### config.mk
export PLATFORM = sky130hd
export DESIGN_NAME = srs_sequencer
export DESIGN_NICKNAME = d
export VERILOG_FILES = /design/src/include/srs_pkg.sv /design/src/core/srs_edge_mon.sv /design/src/core/srs_sequencer.sv
export SDC_FILE = /design/constraint.sdc
export NUM_CORES = 1
export LEC_CHECK = 0
export BUFFER_PORTS_ARGS = -buffer_cell sky130_fd_sc_hd__buf_2
export CAP_MARGIN = 15
export CORE_MARGIN = 2
export CORE_UTILIZATION = 50
export DETAILED_ROUTE_END_ITERATION = 16
export GPL_TIMING_DRIVEN = 0
export HOLD_SLACK_MARGIN = 0.1
export MAX_ROUTING_LAYER = met4
export PLACE_DENSITY = 0.66
export SLEW_MARGIN = 5
export SYNTH_ARGS = -nofsm -noshare
export SYNTH_HDL_FRONTEND = slang
export SYNTH_SLANG_ARGS = --single-unit
export TNS_END_PERCENT = 5
### constraint.sdc
create_clock -name CLK -period 2.6 [get_ports CLK]
set_input_delay 0 -clock CLK [delete_from_list [all_inputs] [get_ports CLK]]
set_output_delay 0 -clock CLK [all_outputs]
set_load 0.01 [all_outputs]
### src/include/srs_pkg.sv
package srs_pkg;

   // ----------------------------------------
   // Timing
   // ----------------------------------------
   localparam int CLK_HZ = 25000000;
   localparam int POR_TYP_US = 3000;
   localparam int POR_MIN_US = 1500;
   localparam int CLKREQ_DLY_US = 120;
   localparam int SLEEP_MIN_US = 4200;
   localparam int POR_TYP_CYC = POR_TYP_US * (CLK_HZ / 1000000);
   localparam int POR_MIN_CYC = POR_MIN_US * (CLK_HZ / 1000000);
   localparam int CLKREQ_DLY_CYC = CLKREQ_DLY_US * (CLK_HZ / 1000000);
   localparam int SLEEP_MIN_CYC = SLEEP_MIN_US * (CLK_HZ / 1000000);
   localparam int LPCLK_WIN_CYC = 64;
   localparam int CNT_W = 24;

   // ----------------------------------------
   // States and carried status
   // ----------------------------------------
   typedef enum logic [4:0] {
      ST_RESET = 5'h01,
      ST_WAKE = 5'h02,
      ST_SLEEP = 5'h04,
      ST_SELECT = 5'h08,
      ST_BOOT = 5'h10
   } srs_state_t;

   typedef struct packed {
      logic boot;
      logic ref_xtal;
      logic lp_internal;
   } srs_status_t;

endpackage

### src/core/srs_edge_mon.sv
`timescale 1ns/1ps
module srs_edge_mon #(
   parameter int WIN = 64
) (
   input wire logic clk,
   input wire logic rst,
   input wire logic run,
   input wire logic sig,
   output logic seen,
   output logic done
);
   import srs_pkg::*;

   logic sig_q;
   logic seen_q;
   logic [15:0] cnt_q;
   wire logic toggle = sig ^ sig_q;
   wire logic win_end = (cnt_q == 16'(WIN - 1));

   always_ff @(posedge clk or posedge rst) begin
      if (rst) begin
         sig_q <= 1'b0;
         seen_q <= 1'b0;
         cnt_q <= 16'h0000;
      end else begin
         sig_q <= sig;
         // Each sleep interval opens a fresh observation window
         if (!run) begin
            cnt_q <= 16'h0000;
            seen_q <= 1'b0;
         end else if (!done) begin
            cnt_q <= cnt_q + 16'h0001;
            if (toggle && cnt_q != 16'h0000) begin
               seen_q <= 1'b1;
            end
         end
      end
   end

   assign seen = seen_q;
   assign done = win_end;
endmodule

### src/core/srs_sequencer.sv
`timescale 1ns/1ps
// Contract
// - Global reset held while external reset or power-on reset asserted; later release wins.
// - Power-on reset lasts 3 ms typical, never under 1.5 ms, after supply passes.
// - External reset postpones startup; otherwise startup follows power-on reset end.
// - Clock-request output asserts about 120 us after reset release.
// - Stay in sleep at least 4.2 ms after reset release.
// - No external reference oscillator means crystal is the reference.
// - No toggles on low-power clock input selects internal low-power clock.
module srs_sequencer #(
   parameter int POR_CYC = srs_pkg::POR_TYP_CYC,
   parameter int CLKREQ_CYC = srs_pkg::CLKREQ_DLY_CYC,
   parameter int SLEEP_CYC = srs_pkg::SLEEP_MIN_CYC,
   parameter int LPWIN_CYC = srs_pkg::LPCLK_WIN_CYC
) (
   input wire logic CLK,
   input wire logic RST,
   input wire logic CORE_SUPPLY_RAIL_OK,
   input wire logic RESET_N,
   input wire logic REF_OSC_PRESENT,
   input wire logic SLOW_SLEEP_CLOCK_IN,
   output logic GLOBAL_RESET,
   output logic CLK_REQ,
   output logic SLEEPING,
   output logic BOOT_START,
   output srs_pkg::srs_status_t STATUS
);
   import srs_pkg::*;

   // ----------------------------------------
   // Power-on reset timer
   // ----------------------------------------
   localparam int POR_SAFE = (POR_CYC < POR_MIN_CYC) ? POR_MIN_CYC : POR_CYC;
   logic [CNT_W-1:0] por_cnt_q;
   logic [CNT_W-1:0] por_cnt_d;
   logic por_active_q;
   logic por_active_d;
   wire logic supply_low = ~CORE_SUPPLY_RAIL_OK;
   wire logic por_done = (por_cnt_q == CNT_W'(POR_SAFE - 1));
   wire logic por_step = por_active_q & ~supply_low;

   // A supply dip restarts the full power-on interval
   assign por_cnt_d = supply_low ? '0 : (por_step ? por_cnt_q + CNT_W'(1) : por_cnt_q);
   assign por_active_d = supply_low | (por_active_q & ~por_done);

   always_ff @(posedge CLK or posedge RST) begin
      if (RST) begin
         por_cnt_q <= '0;
      end else begin
         por_cnt_q <= por_cnt_d;
      end
   end

   always_ff @(posedge CLK or posedge RST) begin
      if (RST) begin
         por_active_q <= 1'b1;
      end else begin
         por_active_q <= por_active_d;
      end
   end

   // ----------------------------------------
   // Global reset combine
   // ----------------------------------------
   // Supply loss holds reset at once, not one edge later via the timer flag
   wire logic glob_rst = por_active_q | supply_low | ~RESET_N;

   // ----------------------------------------
   // Sequence state machine
   // ----------------------------------------
   srs_state_t state_q;
   srs_state_t state_d;
   logic [CNT_W-1:0] seq_cnt_q;
   logic [CNT_W-1:0] seq_cnt_d;
   logic clkreq_q;
   logic clkreq_d;
   logic ref_xtal_q;
   logic ref_xtal_d;
   logic lp_int_q;
   logic lp_int_d;
   logic boot_pulse_q;
   logic boot_pulse_d;
   // Slow clock monitor results
   logic lp_seen;
   logic lp_done;

   wire logic in_wake = (state_q == ST_WAKE);
   wire logic in_doze = (state_q == ST_SLEEP);
   wire logic in_select = (state_q == ST_SELECT);
   wire logic in_boot = (state_q == ST_BOOT);
   wire logic in_sleep = in_wake | in_doze;
   wire logic req_due = (seq_cnt_q == CNT_W'(CLKREQ_CYC - 1));
   // Counter freezes at the sleep limit so sleep_due stays true
   wire logic sleep_due = (seq_cnt_q >= CNT_W'(SLEEP_CYC - 1));
   wire logic cnt_run = in_sleep & ~sleep_due;
   wire logic req_set = in_wake & req_due;
   wire logic sel_take = in_select & ~glob_rst;

   srs_edge_mon #(
      .WIN(LPWIN_CYC)
   ) u_lp_mon (
      .clk(CLK),
      .rst(RST),
      .run(in_sleep),
      .sig(SLOW_SLEEP_CLOCK_IN),
      .seen(lp_seen),
      .done(lp_done)
   );

   // Any global reset returns the sequence to its start
   always_comb begin
      state_d = state_q;
      case (state_q)
         ST_RESET: begin
            if (!glob_rst) begin
               state_d = ST_WAKE;
            end
         end
         ST_WAKE: begin
            if (req_due) begin
               state_d = ST_SLEEP;
            end
         end
         ST_SLEEP: begin
            if (sleep_due && lp_done) begin
               state_d = ST_SELECT;
            end
         end
         ST_SELECT: begin
            state_d = ST_BOOT;
         end
         ST_BOOT: begin
            state_d = ST_BOOT;
         end
         default: begin
            state_d = ST_RESET;
         end
      endcase
      if (glob_rst) begin
         state_d = ST_RESET;
      end
   end

   // ----------------------------------------
   // Counter and flag next values
   // ----------------------------------------
   assign seq_cnt_d = glob_rst ? '0 : (cnt_run ? seq_cnt_q + CNT_W'(1) : seq_cnt_q);
   assign clkreq_d = ~glob_rst & (clkreq_q | req_set);
   // Clock choices are latched once, as the sleep interval closes
   assign ref_xtal_d = sel_take ? ~REF_OSC_PRESENT : ref_xtal_q;
   assign lp_int_d = sel_take ? ~lp_seen : lp_int_q;
   assign boot_pulse_d = sel_take;

   // ----------------------------------------
   // Registers
   // ----------------------------------------
   // One short register per next value; each takes its reset value on chip reset
   always_ff @(posedge CLK or posedge RST) begin
      if (RST) begin
         state_q <= ST_RESET;
      end else begin
         state_q <= state_d;
      end
   end

   always_ff @(posedge CLK or posedge RST) begin
      if (RST) begin
         seq_cnt_q <= '0;
      end else begin
         seq_cnt_q <= seq_cnt_d;
      end
   end

   always_ff @(posedge CLK or posedge RST) begin
      if (RST) begin
         clkreq_q <= 1'b0;
      end else begin
         clkreq_q <= clkreq_d;
      end
   end

   always_ff @(posedge CLK or posedge RST) begin
      if (RST) begin
         ref_xtal_q <= 1'b0;
      end else begin
         ref_xtal_q <= ref_xtal_d;
      end
   end

   always_ff @(posedge CLK or posedge RST) begin
      if (RST) begin
         lp_int_q <= 1'b0;
      end else begin
         lp_int_q <= lp_int_d;
      end
   end

   always_ff @(posedge CLK or posedge RST) begin
      if (RST) begin
         boot_pulse_q <= 1'b0;
      end else begin
         boot_pulse_q <= boot_pulse_d;
      end
   end

   // ----------------------------------------
   // Outputs
   // ----------------------------------------
   assign GLOBAL_RESET = glob_rst;
   assign CLK_REQ = clkreq_q;
   // Sleeping covers the wake-up wait as well as the sleep proper
   assign SLEEPING = in_sleep;
   assign BOOT_START = boot_pulse_q;
   assign STATUS = '{
      boot: in_boot,
      ref_xtal: ref_xtal_q,
      lp_internal: lp_int_q
   };
endmodule

Yosys cells after proc, flatten, opt, wreduce, memory -nomap -nowiden
Cells that the tools add are included.
W data, S select, Z words.

storage, ports and cells
  register bits = 76
  logic and storage cells = 67
  input bits = 6
  output and inout bits = 7

operators by class
  mux-type cells = 13
  bitwise operators = 19
  equality and inequality tests = 13
  $lt $le $gt $ge = 1
  reductions and logical operators = 7
  add/sub/neg operators = 3

operators with widths
  operator                 number
  $mux W24                 4
  $add A24 B1 Y24 const B  2
  $mux W16                 2
  $eq A24 B12 Y1 const B   1
  $eq A24 B17 Y1 const B   1
  $ge A24 B17 Y1 const B   1
  $pmux W5 S4              1
  $add A16 B1 Y16 const B  1
  $eq A16 B6 Y1 const B    1
  $reduce_bool A16 Y1      1
  $mux W5                  3
  $not A1 Y1               7
  $and A1 B1 Y1            6
  $ne A3 B2 Y1 const B     2
  $eq A5 B1 Y1 const B     1
  $eq A5 B2 Y1 const B     1
  $eq A5 B3 Y1 const B     1
  $eq A5 B4 Y1 const B     1
  $eq A5 B5 Y1 const B     1
  $or A1 B1 Y1             5
  $ne A2 B1 Y1 const B     2
  $reduce_and A2 Y1        2
  $mux W1                  3
  $logic_and A1 B1 Y1      2
  other kinds (4)          4

Depth between registers and ports, before layout
  depth in word-level cells = 5
  mapped depth = 8
  mapped depth without buffers = 6

Cells and area by module
A second synthesis with hierarchy kept.

second synthesis, totals
  cells, all modules = 428
  area, all modules = 4146.5 µm²

by module, submodules not included
  module         cells an instance  area each (µm²)  times used  sequential area each (µm²)
  srs_sequencer  319                3091.7           1           1453.9
  srs_edge_mon   109                1054.8           1           450.4

Worst setup path after synthesis
OpenSTA, ideal clock, no wires.

  path type = reg2reg
  start point = reg seq_cnt_q[0]
  end point = reg clkreq_q (netlist: CLK_REQ)
  path slack = 0.615 ns
  path buffers = 1
  stages on the path, launching flop included = 8
  library setup time = 0.067 ns
  arrival = 1.918 ns
  data required time = 2.533 ns
  cell sequence = dfrtp_1 ha_1 and4_1 clkbuf_1 nand4_1 or4_1 or4_1 nand2_1

on the way
  cells in the longest elaborated chain, start to end = 4

ends and longest elaborated chain
  what                    line                  text
  start, declared         srs_sequencer.sv:73   logic [CNT_W-1:0] seq_cnt_q;
  start signal, assigned  srs_sequencer.sv:170  seq_cnt_q <= seq_cnt_d;
  $eq A24 B12 Y1          srs_sequencer.sv:92   wire logic req_due = (seq_cnt_q == CNT_W'(CLKREQ_CYC - 1));
  $and A1 B1 Y1           srs_sequencer.sv:96   wire logic req_set = in_wake & req_due;
  $or A1 B1 Y1            srs_sequencer.sv:148  assign clkreq_d = ~glob_rst & (clkreq_q | req_set);
  $and A1 B1 Y1           srs_sequencer.sv:148
  net clkreq_d            srs_sequencer.sv:76   logic clkreq_d;
  end signal, assigned    srs_sequencer.sv:178  clkreq_q <= clkreq_d;
  end, declared           srs_sequencer.sv:75   logic clkreq_q;

The timed path passes the listed nets, and every way through them passes these cells.
A chain may end at the register's enable or synchronous reset.

Final worst setup path
  start point = reg seq_cnt_q[20]
  end point = reg seq_cnt_q[2]

on the way
  cells in the longest elaborated chain, start to end = 4

ends and longest elaborated chain
  what                                 line                 text
  $ge A24 B17 Y1                       srs_sequencer.sv:94  wire logic sleep_due = (seq_cnt_q >= CNT_W'(SLEEP_CYC - 1));
  $not A1 Y1                           srs_sequencer.sv:95  wire logic cnt_run = in_sleep & ~sleep_due;
  $and A1 B1 Y1                        srs_sequencer.sv:95
  $reduce_bool A2 Y1 (no source line)  n/a

Every way passes these cells.

==> results.json <==
{
  "drc": 0,
  "crit-reg2reg-launch": "seq_cnt_q[20]",
  "synth_common_cells": "74 x dfrtp_1, 36 x nand2_1, 22 x nand3_1, 22 x nor2_1, 19 x and2_1",
  "synth_edf_count": 0,
  "synth_top_cell_area_share": 0.469,
  "pwr-share-comb": 0.029,
  "clock_latency_ns": 0.36,
  "crit_family": "simple AND/OR/NAND/NOR gates",
  "drv_slew": 0,
  "critical_path_class": "reg -> reg",
  "clk_path_buf_depth": 2,
  "period_share": 0.908,
  "ys.flop_type": "dfrtp_1",
  "postCtsSetupRepairBufs": 0,
  "p_sw_w": 0.000516,
  "max_freq_mhz": 423,
  "r2r_end": "seq_cnt_q[2]",
  "ios": 13,
  "ant_nets": 0,
  "cts_sinks": 76,
  "cts_root_buffer": "clkbuf_8",
  "syn_area_per_cell_um2": 9.54,
  "synth.cell_area_um2": 3950,
  "die-area_um2": 8630,
  "critPathMaxStageDelay_ns": 0.45,
  "synthToLayoutAreaGrowth_pct": 11.8,
  "yosys_warnings": 0,
  "wl_per_cell_um": 14.6,
  "hold_viol_final": 0,
  "fillers": 710,
  "peakVddDrop_uv": 306,
  "switching_share": 0.234,
  "drtIter0Drc": 198,
  "vias_per_cell": 5.64,
  "fin_worst_skew_ns": 0.0138,
  "netlist_top_cells_area": "dfrtp_1 47%, xor2_1 3.8%, nand2_1 3.4%, xnor2_1 3.3%, and2_1 3.0%",
  "relSlewSlack": 0.561,
  "dr.pass1.iters": 5,
  "cap_violations": 0,
  "hp-class": "in -> reg",
  "syn-instance-count": 414,
  "htreeDepth": 3,
  "die_w_um": 92.9,
  "async_flop_share": 1.00,
  "antenna_found_initial": 0,
  "diodes": 0,
  "cts_inserted_buffers": 9,
  "cell_internal_pwr_w": 0.00169,
  "critPathCaptureType": "flip-flop",
  "synth_sequential_area_ratio": 0.482,
  "status": "complete, no violations",
  "cts_tree": "yes",
  "cp_num_buf_inv": 1,
  "ys_ff_latch": 76,
  "clkPwrFrac": 0.430,
  "period_needed_ns": 2.36,
  "p_per_area_nw_per_um2": 499,
  "grt_max_degree": 55,
  "yosysMostFrequentCell": "dfrtp_1",
  "start_util": 0.514,
  "hpwl_um": 5550,
  "finalInstanceArea_um2": 4420,
  "cp_data_required_time_ns": 2.88,
  "syn_nets": 424,
  "routed_wl_um": 8020,
  "hold_end": "por_active_q",
  "pwr-share-seq": 0.541,
  "yosysTopAreaCell": "dfrtp_1",
  "grt_pass1_wl_um": 14500,
  "dr_total_vias": 3097,
  "nets": 452,
  "die_h_um": 92.9,
  "path_max_fanout": 10,
  "cp-start-kind": "flip-flop",
  "row_count": 32,
  "clkTransAtPathRegs_ns": 0.08,
  "r2r_cells": 6,
  "core_region_area_um2": 7690,
  "rrSetupSlack_ns": 0.24,
  "worst_slew_pin_slew_ns": 0.653,
  "p_leak_nw": 1.93,
  "cp_cell_sequence": "nor4_1 > nand3_1 > o31a_1 > clkbuf_1 > or4_1 > a21oi_1",
  "tns_ns": 0,
  "portBuffers": 12,
  "hold_path.startpoint": "CORE_SUPPLY_RAIL_OK",
  "crit_slowest_cell": "or4_1",
  "drive_above_1_share": 0.103,
  "grt_usage": 0.217,
  "hold_depth": 3,
  "gp_congestion": 0.865,
  "grt_overflow": 0,
  "ys_types": 51,
  "grt_pass1_vias": 3072,
  "arrival_ns": 2.64,
  "dpl_cell_area_um2": 4170,
  "grt_setup_unrepaired": "false",
  "setup_viol": 0
}
[power by group through the flow]
stage / combinational [W] / sequential (W) / clock [W]
3_5_place_dp: 0.0000618 / 0.00122 / 0
2_1_floorplan: 0.0000370 / 0.00121 / 0
5_1_grt: 0.0000754 / 0.00119 / 0.00102
4_1_cts: 0.0000669 / 0.00119 / 0.000965
6_report: 0.0000636 / 0.00119 / 0.000949
3_3_place_gp: 0.0000549 / 0.00121 / 0
[flip-flops by register name (all words and copies together), names as in the netlist, 5 cells and up]
name	cells
por_cnt_q	24
seq_cnt_q	24
state_q	5
u_lp_mon.cnt_q	16
[area by class of cell]
cell class / instances / area (um^2) / share of cell area
clock buffer: 10 / 138 / 0.0312
sequential: 76 / 1900 / 0.431
inverter: 12 / 48.8 / 0.0110
timing repair buffer: 17 / 128 / 0.0289
clock inverter: 6 / 71.3 / 0.0161
buffer: 23 / 118 / 0.0266
multi-input combinational: 303 / 1880 / 0.426
tap: 102 / 128 / 0.0289
[tightest hold or removal path, stage by stage]
cell     delay [ns]
buf_2          0.09
nor2b_2        0.29
a41oi_1        0.08
[layout by cell type (no fill, tap or decap), types with 2 or more instances in the layout]
cell type,instances
nand2_1,36
a21boi_0,3
o2111ai_1,2
mux2i_1,5
nor4_1,16
inv_1,9
clkinvlp_4,2
xor2_1,17
xnor2_1,15
inv_6,2
and3_1,16
nor4b_1,2
o21ai_0,14
o31ai_1,7
and2_1,19
buf_2,13
a21oi_1,14
o211ai_1,6
ha_1,4
nand3_1,22
or3_1,13
nand2b_1,11
dfstp_2,2
or4_1,12
a21o_1,2
dfrtp_1,74
nor3_1,13
nand4_1,10
and4_1,4
a211oi_1,2
dlygate4sd3_1,4
buf_4,6
nor2_1,22
clkbuf_1,14
clkbuf_8,10
[per-layer routing]
layer  global-route usage  vias to the layer above  routed length [um]
li1                     -                     1544                   -
met1                0.299                     1501                3950
met2                0.322                       45                3740
met3               0.0309                        7                 249
met4               0.0980                        0                  89
met5                    -                        -                   0
[cells by family after synthesis]
kind of cell	Yosys count	synth area share
flops	76	0.482
mux	6	0.0155
buf+inv	35	0.0415
fa+ha+maj	4	0.0127
simple gates	203	0.283
compound gates	58	0.0941
xor+xnor	32	0.0709
[per-stage QoR]
step | power, W | std cells | hold WS [ns] | util | setup WS [ns]
finish | 0.00220 | 549 | 0.114 | 0.575 | 0.239
global route | 0.00229 | 549 | 0.174 | 0.575 | 0.0417
CTS | 0.00222 | 549 | 0.110 | 0.575 | 0.220
detailed placement | 0.00128 | 529 | -0.0138 | 0.542 | 0.263
global placement | 0.00127 | 528 | 0.135 | 0.538 | -0.290
floorplan | 0.00125 | 414 | 0.0314 | - | 0.615
[repair_timing]
item,4_1_cts,5_1_grt
gates resized for setup,0,0
hold buffers,4,0
hold endpoints to repair,85,0
[worst max path at each step]
stage	startpoint	cells past startpoint	slack, ns	endpoint
after floorplan	seq_cnt_q[0]	7	0.62	CLK_REQ
after global placement	RST	2	-0.29	seq_cnt_q[2]
after detailed placement	seq_cnt_q[20]	6	0.26	seq_cnt_q[2]
after CTS	seq_cnt_q[20]	6	0.22	seq_cnt_q[2]
after global routing	seq_cnt_q[20]	6	0.04	seq_cnt_q[2]
final	seq_cnt_q[20]	6	0.24	seq_cnt_q[2]
Power figures use the tool's default switching activity.
